### src/tmr_defines.svh
// Purpose: Offsets, field positions, reset values and timing counts of the timer
// Assumes: Register indices on a plain byte-wide port
// Notes: Definitions only
`ifndef TMR_DEFINES_SVH
`define TMR_DEFINES_SVH
`define ADDR_MODE 3'h0
`define ADDR_PERIOD 3'h1
`define ADDR_DUTY 3'h2
`define ADDR_PORTDIR 3'h3
`define ADDR_PORTOUT 3'h4
`define ADDR_STATUS 3'h5
`define MODE_RST 8'h00
`define PORTDIR_RST 8'hff
`define PORTOUT_RST 8'h00
`define CMP_RST 8'h00
`define BIT_OE 0
`define BIT_LEV 1
`define BIT_PWM 2
`define BIT_CKS 4
`define BIT_EN 7
`define DUTY_XFER_MIN 2'h3
`endif

### src/tmr_pkg.sv
// Purpose: Types shared by the timer
// Assumes: Nothing
// Notes: Bus carrier struct
package tmr_pkg;
  typedef struct packed {
    logic [2:0] addr;
    logic [7:0] wdata;
    logic wr;
    logic rd;
  } bus_req_s;
  typedef enum logic [2:0] {
    ST_IDLE = 3'b001,
    ST_PERIOD = 3'b010,
    ST_DUTY = 3'b100
  } cmp_state_e;
endpackage
### src/interval_pwm_timer.sv
// Purpose: 8-bit interval / square-wave / PWM timer with two compares
// Assumes: Count-clock ticks arrive as one-cycle pulses on clk_i
// Notes: Mode register bits: 0 output enable, 1 level, 2 PWM, 6:4 clock select, 7 enable
// Operation
// RQ1 - Interval match interrupts and clears counter
// RQ2 - Interval mode ignores duty compare
// RQ3 - Output enable gives 50% square wave
// RQ4 - Interval match toggles, clears, interrupts together
// RQ5 - Counting starts within one clock
// RQ6 - Match interval is N plus one
// RQ7 - Disable forces interrupt and output inactive
// RQ8 - PWM period match first, sets active
// RQ9 - Duty match sets inactive, no clear
// RQ10 - PWM cycle N+1, width M+1
// RQ11 - Software keeps period fixed while counting
// RQ12 - Duty writes buffered until old match
// RQ13 - Transfer needs three count clocks
// RQ14 - Duty writes accepted any time
// RQ15 - Software rewrites duty before restart
// RQ16 - Software keeps duty below period
// RQ17 - PWM start masks one count clock
// RQ18 - Clock select picks count source
// RQ19 - Mode register resets zero, bit writable; the code takes whole-byte writes only
// RQ20 - Direction resets ones, clear to drive
// RQ21 - Level select sets inactive polarity
//
// The address-and-strobe port and the register offsets were chosen for this implementation.
`timescale 1ns/1ns
`default_nettype none
`include "tmr_defines.svh"
module interval_pwm_timer (
  // Clock and reset
  input wire logic clk_i,
  input wire logic resetn_i,
  // Register port
  input var tmr_pkg::bus_req_s bus_i,
  output logic [7:0] rdata_o,
  // Count clock sources, one-cycle ticks
  input wire logic [7:0] cnt_src_i,
  // Events and pin
  output logic match_interrupt_o,
  output logic shared_port_pin_o,
  output logic shared_port_pin_oe_o
);
  import tmr_pkg::*;

  logic [7:0] mode_r;
  logic [7:0] period_compare_r;
  logic [7:0] duty_buf_r;
  logic [7:0] duty_compare_r;
  logic duty_pend_r;
  logic [1:0] pend_age_r;
  logic [7:0] port_dir_r;
  logic [7:0] port_out_r;
  logic [7:0] count_r;
  logic out_r;
  logic irq_r;
  logic mask_r;
  logic en_d_r;
  cmp_state_e state_r;
  logic tick;
  logic en;
  logic pwm;
  logic lev;
  logic start;
  logic per_hit;
  logic duty_hit;
  logic xfer;

  assign en = mode_r[`BIT_EN];
  assign pwm = mode_r[`BIT_PWM];
  assign lev = mode_r[`BIT_LEV];
  assign start = en && !en_d_r;
  assign tick = en && cnt_src_i[mode_r[`BIT_CKS+:3]]; // RQ18
  assign per_hit = tick && !mask_r && (state_r == ST_PERIOD) &&
                   (count_r == period_compare_r); // RQ1 RQ8
  assign duty_hit = tick && !mask_r && pwm && (state_r == ST_DUTY) &&
                    (count_r == duty_compare_r); // RQ2 RQ9
  assign xfer = duty_hit && duty_pend_r && (pend_age_r >= `DUTY_XFER_MIN); // RQ12 RQ13

  // Mode register, whole-byte writes; single bits by read-modify-write
  always_ff @(posedge clk_i or negedge resetn_i) begin
    if (!resetn_i) begin
      mode_r <= `MODE_RST; // RQ19
    end else if (bus_i.wr && bus_i.addr == `ADDR_MODE) begin
      mode_r <= bus_i.wdata;
    end
  end

  always_ff @(posedge clk_i or negedge resetn_i) begin
    if (!resetn_i) begin
      period_compare_r <= `CMP_RST;
      port_dir_r <= `PORTDIR_RST; // RQ20
      port_out_r <= `PORTOUT_RST;
    end else if (bus_i.wr) begin
      if (bus_i.addr == `ADDR_PERIOD) begin
        period_compare_r <= bus_i.wdata; // RQ11
      end
      if (bus_i.addr == `ADDR_PORTDIR) begin
        port_dir_r <= bus_i.wdata;
      end
      if (bus_i.addr == `ADDR_PORTOUT) begin
        port_out_r <= bus_i.wdata;
      end
    end
  end

  // Duty buffer: write lands in the buffer, counter never disturbed
  always_ff @(posedge clk_i or negedge resetn_i) begin
    if (!resetn_i) begin
      duty_buf_r <= `CMP_RST;
      duty_pend_r <= 1'b0;
    end else if (bus_i.wr && bus_i.addr == `ADDR_DUTY) begin
      duty_buf_r <= bus_i.wdata; // RQ14
      duty_pend_r <= 1'b1;
    end else if (xfer) begin
      duty_pend_r <= 1'b0;
    end
  end

  // Ticks since last duty write; a rewrite restarts the age
  always_ff @(posedge clk_i or negedge resetn_i) begin
    if (!resetn_i) begin
      pend_age_r <= 2'h0;
    end else if (bus_i.wr && bus_i.addr == `ADDR_DUTY) begin
      pend_age_r <= 2'h0; // RQ13
    end else if (tick && pend_age_r != 2'h3) begin
      pend_age_r <= pend_age_r + 2'h1;
    end
  end

  // Active duty loads when stopped, else only at an old-value match
  always_ff @(posedge clk_i or negedge resetn_i) begin
    if (!resetn_i) begin
      duty_compare_r <= `CMP_RST;
    end else if (!en && duty_pend_r) begin
      duty_compare_r <= duty_buf_r; // RQ15
    end else if (xfer) begin
      duty_compare_r <= duty_buf_r; // RQ12
    end
  end

  always_ff @(posedge clk_i or negedge resetn_i) begin
    if (!resetn_i) begin
      en_d_r <= 1'b0;
    end else begin
      en_d_r <= en;
    end
  end

  // PWM start swallows the first count tick
  always_ff @(posedge clk_i or negedge resetn_i) begin
    if (!resetn_i) begin
      mask_r <= 1'b0;
    end else if (!en) begin
      mask_r <= 1'b0;
    end else if (start) begin
      mask_r <= pwm; // RQ17
    end else if (tick) begin
      mask_r <= 1'b0;
    end
  end

  always_ff @(posedge clk_i or negedge resetn_i) begin
    if (!resetn_i) begin
      state_r <= ST_IDLE;
    end else if (!en) begin
      state_r <= ST_IDLE;
    end else begin
      case (state_r)
        ST_IDLE: state_r <= ST_PERIOD; // RQ5 RQ8
        ST_PERIOD: if (per_hit && pwm) begin
          state_r <= ST_DUTY; // RQ8
        end
        ST_DUTY: if (duty_hit) begin
          state_r <= ST_PERIOD; // RQ9
        end
        default: state_r <= ST_IDLE;
      endcase
    end
  end

  // Counter runs 0..N, so a period spans N+1 ticks
  always_ff @(posedge clk_i or negedge resetn_i) begin
    if (!resetn_i) begin
      count_r <= 8'h00;
    end else if (!en || state_r == ST_IDLE) begin
      count_r <= 8'h00;
    end else if (per_hit) begin
      count_r <= 8'h00; // RQ1 RQ4 RQ6 RQ10
    end else if (tick && !mask_r) begin
      count_r <= count_r + 8'h01;
    end
  end

  always_ff @(posedge clk_i or negedge resetn_i) begin
    if (!resetn_i) begin
      irq_r <= 1'b0;
    end else begin
      irq_r <= en && per_hit; // RQ1 RQ4 RQ7
    end
  end

  // Timer output, held at its inactive level while stopped
  always_ff @(posedge clk_i or negedge resetn_i) begin
    if (!resetn_i) begin
      out_r <= 1'b0;
    end else if (!en) begin
      out_r <= 1'b0; // RQ7
    end else if (per_hit) begin
      out_r <= pwm ? 1'b1 : !out_r; // RQ3 RQ4 RQ8
    end else if (duty_hit) begin
      out_r <= 1'b0; // RQ9 RQ10
    end
  end

  always_ff @(posedge clk_i or negedge resetn_i) begin
    if (!resetn_i) begin
      rdata_o <= 8'h00;
    end else if (bus_i.rd) begin
      case (bus_i.addr)
        `ADDR_MODE: rdata_o <= mode_r;
        `ADDR_PERIOD: rdata_o <= period_compare_r;
        `ADDR_DUTY: rdata_o <= duty_buf_r;
        `ADDR_PORTDIR: rdata_o <= port_dir_r;
        `ADDR_PORTOUT: rdata_o <= port_out_r;
        `ADDR_STATUS: rdata_o <= count_r;
        default: rdata_o <= 8'h00;
      endcase
    end else begin
      rdata_o <= 8'h00;
    end
  end

  assign match_interrupt_o = irq_r;
  // Pin drives only with direction bit 0; level select flips polarity of the timer output, not of the port latch
  assign shared_port_pin_oe_o = !port_dir_r[0]; // RQ20
  assign shared_port_pin_o = mode_r[`BIT_OE] ? ((out_r && en) ^ lev)
                                             : port_out_r[0]; // RQ3 RQ21

  property p_irq_clears;
    @(posedge clk_i) disable iff (!resetn_i)
      per_hit |=> (count_r == 8'h00) && irq_r;
  endproperty
  a_irq_clears: assert property (p_irq_clears) else $error("match lost"); // RQ1

  property p_no_duty_interval;
    @(posedge clk_i) disable iff (!resetn_i)
      (en && !pwm && !per_hit) |=> $stable(out_r);
  endproperty
  a_no_duty_interval: assert property (p_no_duty_interval) else $error("duty in interval"); // RQ2

  property p_toggle;
    @(posedge clk_i) disable iff (!resetn_i)
      (per_hit && !pwm && en) |=> (out_r != $past(out_r));
  endproperty
  a_toggle: assert property (p_toggle) else $error("no toggle"); // RQ4

  property p_start;
    @(posedge clk_i) disable iff (!resetn_i)
      start |=> (state_r == ST_PERIOD);
  endproperty
  a_start: assert property (p_start) else $error("slow start"); // RQ5

  property p_stop;
    @(posedge clk_i) disable iff (!resetn_i)
      $fell(en) |-> ##1 (!irq_r && !out_r);
  endproperty
  a_stop: assert property (p_stop) else $error("stop not inactive"); // RQ7

  property p_stop_idle;
    @(posedge clk_i) disable iff (!resetn_i)
      !en |=> (state_r == ST_IDLE) && (count_r == 8'h00);
  endproperty
  a_stop_idle: assert property (p_stop_idle) else $error("stopped counter moved"); // RQ7

  property p_count_bound;
    @(posedge clk_i) disable iff (!resetn_i)
      en |-> (count_r <= period_compare_r);
  endproperty
  a_count_bound: assert property (p_count_bound) else $error("count past period"); // RQ6

  property p_pwm_set;
    @(posedge clk_i) disable iff (!resetn_i)
      (per_hit && pwm) |=> out_r && (state_r == ST_DUTY || !en);
  endproperty
  a_pwm_set: assert property (p_pwm_set) else $error("pwm set"); // RQ8

  property p_pwm_clr;
    @(posedge clk_i) disable iff (!resetn_i)
      (duty_hit && en) |=> !out_r && !irq_r && count_r != 8'h00 || $past(count_r) == 8'hff;
  endproperty
  a_pwm_clr: assert property (p_pwm_clr) else $error("pwm clear"); // RQ9

  property p_xfer_age;
    @(posedge clk_i) disable iff (!resetn_i)
      (en && $past(en) && $changed(duty_compare_r)) |->
        $past(duty_hit) && ($past(pend_age_r) == 2'h3);
  endproperty
  a_xfer_age: assert property (p_xfer_age) else $error("early transfer"); // RQ13

  property p_mask;
    @(posedge clk_i) disable iff (!resetn_i)
      (start && pwm) |=> (count_r == 8'h00) && !out_r;
  endproperty
  a_mask: assert property (p_mask) else $error("no mask"); // RQ17
endmodule // interval_pwm_timer
`default_nettype wire

### config.mk
export PLATFORM = sky130hd
export DESIGN_NAME = interval_pwm_timer
export DESIGN_NICKNAME = d
export VERILOG_FILES = /design/src/tmr_pkg.sv /design/src/interval_pwm_timer.sv
export VERILOG_INCLUDE_DIRS = /design/src
export SDC_FILE = /design/constraint.sdc
export NUM_CORES = 1
export LEC_CHECK = 0
export BUFFER_PORTS_ARGS = -buffer_cell sky130_fd_sc_hd__buf_4
export CAP_MARGIN = 20
export CELL_PAD_IN_SITES_DETAIL_PLACEMENT = 0
export CELL_PAD_IN_SITES_GLOBAL_PLACEMENT = 1
export CORE_MARGIN = 8
export CORE_UTILIZATION = 35
export CTS_BUF_LIST = sky130_fd_sc_hd__clkbuf_4
export CTS_CLUSTER_DIAMETER = 60
export DETAILED_ROUTE_END_ITERATION = 7
export GPL_TIMING_DRIVEN = 1
export HOLD_SLACK_MARGIN = 0.1
export PLACE_DENSITY_LB_ADDON = 0.05
export SETUP_SLACK_MARGIN = 0.3
export SYNTH_ARGS = -nofsm -noshare
export SYNTH_HDL_FRONTEND = slang
export SYNTH_SLANG_ARGS = --single-unit
### constraint.sdc
create_clock -name clk_i -period 2.2 [get_ports clk_i]
set_input_delay 0 -clock clk_i [delete_from_list [all_inputs] [get_ports clk_i]]
set_output_delay 0 -clock clk_i [all_outputs]
set_load 0.01 [all_outputs]
## After elaboration in Yosys (flattened, before gate mapping)

Index checks and enable logic that the tools add are counted.

- Multiplexer cells: 25
- Equality and inequality tests: 15
- Order comparisons: 2
- Add/sub/neg operators: 2
- Bitwise logic cells: 1
- Reductions and logical operators: 32

Operator list:

| operator | count |
|---|---|
| two-way mux 8 bit | 6 |
| one-hot mux 8 bit (6 select lines) | 1 |
| logical AND 1 bit | 17 |
| equality test 8 bit | 2 |
| two-way mux 1 bit | 11 |
| equality test 3 x 2 -> 1 bit, second input constant | 3 |
| equality test 3 bit, second input constant | 3 |
| two-way mux 3 bit | 3 |
| one-hot mux 3 bit (3 select lines) | 1 |
| adder 8 x 1 -> 8 bit, second input constant | 1 |
| AND reduction 2 bit | 4 |
| equality test 3 x 1 -> 1 bit, second input constant | 2 |
| inequality test 3 x 1 -> 1 bit, second input constant | 2 |
| nonzero test 2 bit | 3 |
| zero test 1 bit | 5 |
| < comparator 3 x 4 -> 1 bit, second input constant | 1 |
| two-way mux 2 bit | 2 |
| binary-select mux 1 bit (select 3 bit) | 1 |
| zero test 3 bit | 1 |
| inequality test 3 x 2 -> 1 bit, second input constant | 1 |
| inequality test 3 bit, second input constant | 1 |
| nonzero test 3 bit | 1 |
| adder 2 x 1 -> 2 bit, second input constant | 1 |
| greater-or-equal comparator 2 bit, second input constant | 1 |
| other kinds (3) | 3 |

- Logic and storage cells: 92
- Output and inout bits: 11
- Bits of input ports: 23
- Register bits after elaboration: 74

## Longest topological paths before layout

Gate-level depths: netlist of run 1.

- Word-level depth: 11
- Depth in mapped cells: 7
- Mapped depth without buffers: 6

## Least setup slack after synthesis of run 1

No wires, ideal clock.

- Path type: register to register
- From: register count_r[5]
- To: register duty_compare_r[0]
- Setup slack: 0.142 ns
- Cell stages (with the launch flop): 7
- Buffers on the path: 1
- Data arrival time: 1.933 ns
- Library setup time: 0.125 ns
- Required time: 2.075 ns
- Period minus slack after synthesis: 2.058 ns
- Cells stage by stage: dfrtp_1 -> buf_6 -> xor2_1 -> nor4_1 -> or4b_1 -> o22ai_4 -> mux2_2

- Cells in the longest elaborated chain, start to end: 5

RTL lines:

| what | RTL line | RTL |
|---|---|---|
| start: declaration | interval_pwm_timer.sv:55 | `logic [7:0] count_r;` |
| start signal: assignment | interval_pwm_timer.sv:192 | `count_r <= count_r + 8'h01;` |
| equality test 8 bit | interval_pwm_timer.sv:78 | `(count_r == duty_compare_r);` |
| logical AND 1 bit | interval_pwm_timer.sv:77 | `assign duty_hit = tick && !mask_r && pwm && (state_r == ST_DUTY) &&` |
| logical AND 1 bit (2 in a row) | interval_pwm_timer.sv:79 | `` assign xfer = duty_hit && duty_pend_r && (pend_age_r >= `DUTY_XFER_MIN); `` |
| nonzero test 2 bit (no line) | -- |  |
| end signal: assignment | interval_pwm_timer.sv:135 | `` duty_compare_r <= `CMP_RST; `` |
| end signal: assignment | interval_pwm_timer.sv:137 | `duty_compare_r <= duty_buf_r;` |
| end signal: assignment | interval_pwm_timer.sv:139 | `duty_compare_r <= duty_buf_r;` |
| end: declaration | interval_pwm_timer.sv:50 | `logic [7:0] duty_compare_r;` |

No other way between the ends.
A chain may end at the register's enable or synchronous reset.

## Worst setup path in the final report of run 1

- From: register count_r[5]
- To: register duty_compare_r[3]

The elaborated chain is that of the path after synthesis.

==> results of run 1 <==
-- layer usage --
metal / up-vias / share of wire
met4: 0 / 0.010
met2: 42 / 0.49
met1: 1392 / 0.47
met3: 8 / 0.035
met5: - / 0
li1: 1304 / -
-- area by class of cell --
type	instances	share of cell area
multi-input combinational	225	0.403
timing repair buffer	74	0.128
clock buffer	9	0.0143
inverter	9	0.00714
tap	140	0.0370
clock inverter	7	0.0159
sequential	74	0.395
-- sequential cells by signal (all words and copies together) (netlist names), 3 cells and up --
name / count
count_r: 8
duty_buf_r: 8
duty_compare_r: 8
mode_r: 8
period_compare_r: 8
port_dir_r: 8
port_out_r: 8
rdata_o: 8
state_r: 3
-- worst max path at each step --
stage / endpoint / slack, ps / depth (start not counted)
6_report: duty_compare_r[3] / 110 / 6
3_5_place_dp: duty_compare_r[7] / 80 / 5
3_3_place_gp: duty_compare_r[1] / 80 / 5
5_1_grt: duty_compare_r[3] / 30 / 6
4_1_cts: duty_compare_r[3] / 130 / 7
2_1_floorplan: duty_compare_r[0] / 150 / 6
-- cells by family (layout without fill, tap and decap cells) --
group                      count (synthesis)  after routing  synth area share
xor gates and xnor gates                  19             19            0.0441
and+or+nand+nor                           91             91             0.133
AOI/OAI and AO/OA                         45             45            0.0799
muxes                                     68             68             0.210
buffers and inverters                     27             99            0.0325
adders and majority gates                  2              2           0.00663
DFF                                       74             74             0.494
-- timing repair --
item / in CTS / in global routing
hold endpoints to repair: 113 / 0
buffers inserted: 5 / 2
setup endpoints to repair: 14 / 17
gates resized for setup: 22 / 9
gates cloned: 0 / 0
hold buffers: 12 / 0
pin swaps: 8 / 6
-- report_power, final --
group	total [mW]	internal (mW)	switching, mW
clock	0.886	0.355	0.531
combinational	1.19	0.642	0.551
sequential	1.90	1.67	0.236
total	3.98	2.67	1.32
-- through the flow --
step	setup WS, ps	hold slack (ps)
global route	28.4	105
global placement	84.4	220
detailed placement	76.8	213
finish	114	123
CTS	126	109
floorplan	153	-296
-- placed cells by master (no fill, tap or decap), drive strengths merged, types with 2 or more instances in the layout --
| cell | synthesis | layout |
|---|---|---|
| a21oi | 11 | 11 |
| a221oi | 2 | 2 |
| a22oi | 2 | 2 |
| a2bb2oi | 3 | 3 |
| a31oi | 2 | 2 |
| and2 | 9 | 9 |
| and3 | 2 | 2 |
| buf | 8 | 62 |
| clkbuf | 10 | 9 |
| clkinvlp | 0 | 2 |
| dfrtp | 65 | 65 |
| dfstp | 9 | 9 |
| dlygate4sd3 | 0 | 12 |
| ha | 2 | 2 |
| inv | 9 | 12 |
| mux2 | 50 | 50 |
| mux2i | 14 | 14 |
| mux4 | 4 | 4 |
| nand2 | 21 | 21 |
| nand2b | 3 | 3 |
| nand3 | 12 | 12 |
| nand4 | 2 | 2 |
| nand4b | 2 | 2 |
| nor2 | 11 | 11 |
| nor2b | 8 | 8 |
| nor3 | 9 | 9 |
| nor4 | 3 | 3 |
| o21ai | 10 | 10 |
| o21bai | 2 | 2 |
| o22ai | 7 | 7 |
| or3 | 3 | 3 |
| or4 | 2 | 2 |
| xnor2 | 6 | 6 |
| xor2 | 13 | 13 |
-- worst max-delay path, stage by stage (launching register included) --
cell and delay, ps:
dfrtp_1 420, xor2_1 190, nor4_2 260, or4b_4 500
o22ai_4 130, buf_12 160, mux2_4 300
==> run metrics, run 1 <==
Hold Crit Start=bus_i[11]; async set-reset flop share out of synthesis=1.00; M3 GR Usage=0.0277; Slew HR=0.362; Post-synth EDFFs=0; Leak=between 2 and 2.5 nW; yosys warns=0; top cells by area, synth=dfrtp_1 (43%), mux2_2 (15%), dfstp_2 (6.3%); final instance area=about 4700 sq um; vias=2,746; status=completed; grt total ovfl=0; CP Data Arrival Time=roughly 2400 ps; CP Class=reg2reg; final worst-path cycle share=0.948; clk_lat worst skew=between 400 and 500 ps; worst setup path start=count_r[5]; Setup Skew=22.2 ps; GR Layer Usage met2=0.234; Critical Path RT=between 2000 and 3000 ps; post-route setup TNS=0 ps; clk sinks=74; RSZ-0062 raised after global routing=yes; Synth top cells by count=dfrtp_1 (65), mux2_2 (50), nand2_1 (21); Seq/Total Area, Yosys=0.494; DRC violations left=0; number of global-route vias before repair=2,842; class of the worst hold path=in2reg; Die ar.=14,400 sq um; Die Y=120 um; hold path depth=3; Worst Reg-to-Reg Cells=6; gr busiest metal=met2; chip width=between 100 and 150 um; Core Region=10,700 sq um; Post-Synthesis Cells=~330; Reg area=between 1500 and 2000 sq um; vias per cell=between 5 and 6; overall power=about 4.0 mW; final WL=around 10 mm; CTS tree=done; num rows=38; Syn Nets=between 300 and 400; MaxCap Viol Count=0; I/O Buffers=33; Initial Util=0.353; power per cell area=about 840 nW/um^2; largest area contributor in the netlist=dfrtp_1; GRT Util Overall=0.147; P&R area growth vs syn=25.3%; fin util=0.442; number of antenna diodes=0; Worst VDD drop=around 0.37 mV; antenna violations before repair=0; layout cells sized above 1=0.415; antenna-violating nets left=0; Yosys top cell area share=0.431; setup violators final=0; Synth Cell Area=around 3800 sq um; CTS Buf Count=9; fill count=slightly above 1,000; placed standard-cell area=roughly 4300 sq um; RR Startpoint=count_r[5]; type of origin of the critical path=register; r2r setup slk=between 100 and 150 ps; final slew viol count=0; CP endpoint kind=register; crit path max fanout=8; clk slew on worst S/H paths=140 ps; WL/cell=between 15 and 20 um; Fmax achieved=479 MHz; drt initial violations=around 220; Seq cells post-synth=74; first-pass GRT wire length=about 16 mm; grt met1 use=0.199; I/O pins=34; RD Place Congestion=roughly 0.76; RR Endpoint=duty_compare_r[3]; post-route minimum period=between 2000 and 2500 ps; syn_area_per_cell=around 12 sq um; Worst Tran Pin Value=around 960 ps; Final Hold Viols=0; largest net degree at the start of global routing=75; Cell Count Post-Placement=about 500; multi-input logic area=about 1900 sq um; nets=418; Post-synth top flop=dfrtp_1; Netlist cell types=47; H-tree depth=3; Hold Path End=rdata_o[2]; first drt pass iteration count=4; Final Non-Filler Cells=~540; CTS max path bufs=2; dominant cell by count in the synthesized netlist=dfrtp_1; CTS Root Cell=clkbuf_4; DP HPWL=about 7.4 mm
No activity file was read; power rests on OpenSTA's default activity.
==> inputs of run 2 (changes only) <==
Settings changed: BUFFER_PORTS_ARGS -buffer_cell sky130_fd_sc_hd__buf_4 to -buffer_cell sky130_fd_sc_hd__buf_2.
Clock period 2.2 ns to 1.7 ns, I/O delays scaled along.
==> run metrics, run 2 (synthesized netlist as in run 1, its figures left out) <==
CTS tree=done; Die ar.=14,400 sq um (unchanged); RD Place Congestion=0.775 (+1.9%); WL/cell=19.2 um (+3.0%); crit path cell chain=ha_2, nand2_2, nor4_2, or4b_4, o22ai_4, buf_12, mux2_4; Worst Tran Pin Value=1050 ps (+97.6 ps); Final Non-Filler Cells=580 (+7.8%); post-route minimum period=2080 ps (-7.01 ps); Crit path largest cell delay=500 ps (about the same); DRC violations left=0 (unchanged); first-pass GRT wire length=17.9 mm (+9.7%); I/O Buffers=33 (unchanged); NetSw=1.79 mW (+36%); grt total ovfl=0 (unchanged); Critical Path RT=2020 ps (-480 ps); final slew viol count=0 (unchanged); type of origin of the critical path=register; P&R area growth vs syn=39.1%; layout cells sized above 1=0.543 (+0.129); antenna-violating nets left=0 (unchanged); Leak=2.31 nW (+12%); clk slew on worst S/H paths=130 ps (about the same); CTS max path bufs=2 (unchanged); Gate power share=0.367 (+0.068); antenna violations before repair=0 (unchanged); final instance area=5250 sq um (+11%); clk_lat worst skew=440 ps (+20 ps); Slew HR=0.293 (-0.0689); CTS Root Cell=clkbuf_4; clk sinks=74 (unchanged); crit path max fanout=8 (unchanged); Core Region=10,700 sq um (unchanged); CP Data Arrival Time=2400 ps (about the same); sequential power share=0.453 (-0.025); vias=2,870 (+4.5%); CP endpoint kind=register; placed standard-cell area=4520 sq um (+5.7%); commonest non-fill, non-tap cell in the layout=dfrtp_1; MaxCap Viol Count=0 (unchanged); Initial Util=0.353 (unchanged); Final Hold Viols=0 (unchanged); num rows=38 (unchanged); final hold slack=57.4 ps (-65.8 ps); final worst-path cycle share=1.22 (+0.275); class of the worst hold path=in2reg; CTS Hold Buffers Added=14 (+2); number of antenna diodes=0 (unchanged); setup ws final=-379 ps (-493 ps); failing checks=negative setup slack; CP Class=reg2reg; clock network power share=0.180 (-0.042); power per cell area=1040 nW/um^2 (+24%); largest net degree at the start of global routing=39 (-48%); sw frac=0.327 (-0.00352); drt initial violations=100 (-54%); status=complete, but fails checks; GRT Util Overall=0.165 (+0.0175); overall power=5.47 mW (+37%); vias per cell=4.95 (-3.1%); fill count=1,005 (-2.1%); Setup Skew=22.8 ps (+0.553 ps); setup violators final=15 (+15); I/O pins=34 (unchanged); Fmax achieved=481 MHz (+0.34%); Internal=3.68 mW (+38%); RSZ-0062 raised after global routing=yes; final WL=11.1 mm (+11%); CTS Buf Count=9 (unchanged); DP HPWL=7.91 mm (+6.9%); chip width=120 um (unchanged); first drt pass iteration count=4 (unchanged); Worst VDD drop=0.602 mV (+61%); Die Y=120 um (unchanged); CP max stage cell=or4b_4; nets=460 (+10%); H-tree depth=3 (unchanged); commonest cells after routing, fill and taps aside=dfrtp_1 (61), buf_4 (51), mux2_2 (40), buf_2 (32), nand2_1 (19); dpl ws=-420 ps (-497 ps); Cell Count Post-Placement=540 (+7.4%); number of global-route vias before repair=3,082 (+8.4%)
-- run 2: timing repair --
action,CTS,global route
resized for setup,53,31
hold endpoints to repair,122,1
setup endpoints to repair,28,31
buffers inserted,9,1
pin swaps,29,12
-- run 2: path summary, 6_finish.rpt --
check / depth (start not counted) / slack [ps] / startpoint / to
min in group asynchronous: 3 / 130 / resetn_i / pend_age_r[1]
max in group asynchronous: 4 / 660 / resetn_i / port_dir_r[1]
worst min register to register: 1 / 520 / port_out_r[2] / port_out_r[2]
worst max register to register: 7 / -380 / pend_age_r[0] / duty_compare_r[6]
worst max-delay path: 7 / -380 / pend_age_r[0] / duty_compare_r[6]
worst min-delay path: 4 / 60 / bus_i[11] / mode_r[2]
-- run 2: area by class of cell --
class,count,area (sq um),share of cell area
Clock buffer,14,105,0.0200
Sequential cell,74,1870,0.356
Clock inverter,2,8.76,0.00167
Timing Repair Buffer,116,915,0.174
Multi-Input combinational cell,225,2140,0.408
Tap cell,140,175,0.0334
Inverter,9,33.8,0.00643
-- run 2: worst max-delay path, delay by kind of cell (launching register included) --
kind / cells / cell delay, ps
simple gates: 3 / 800
flops: 1 / 380
mux: 1 / 300
fa+ha+maj: 1 / 190
buf+inv: 1 / 160
compound gates: 1 / 140
-- run 2: metal layers --
metal | wire, um | GRT usage | part of all wire | vias to the layer above
li1 | - | - | - | 1388
met1 | 5000 | 0.208 | 0.45 | 1434
met2 | 5520 | 0.274 | 0.49 | 37
met3 | 514 | 0.0470 | 0.046 | 11
met4 | 114 | 0.0375 | 0.010 | 0
met5 | 0 | 0 | 0 | -
-- run 2: power groups by stage --
stage	Clock (mW)	Sequential, mW	Combinational (mW)
2_1_floorplan	0	2.40	0.990
3_3_place_gp	0	2.47	1.62
3_5_place_dp	0	2.47	1.63
4_1_cts	1.04	2.46	1.88
5_1_grt	1.09	2.53	2.19
6_report	0.985	2.48	2.01
-- run 2: per-stage QoR --
step / utilization / TNS (ps)
2_1_floorplan: - / -3450
3_3_place_gp: 0.423 / -5290
3_5_place_dp: 0.423 / -5540
4_1_cts: 0.476 / -4480
5_1_grt: 0.491 / -6340
6_report: 0.491 / -4560
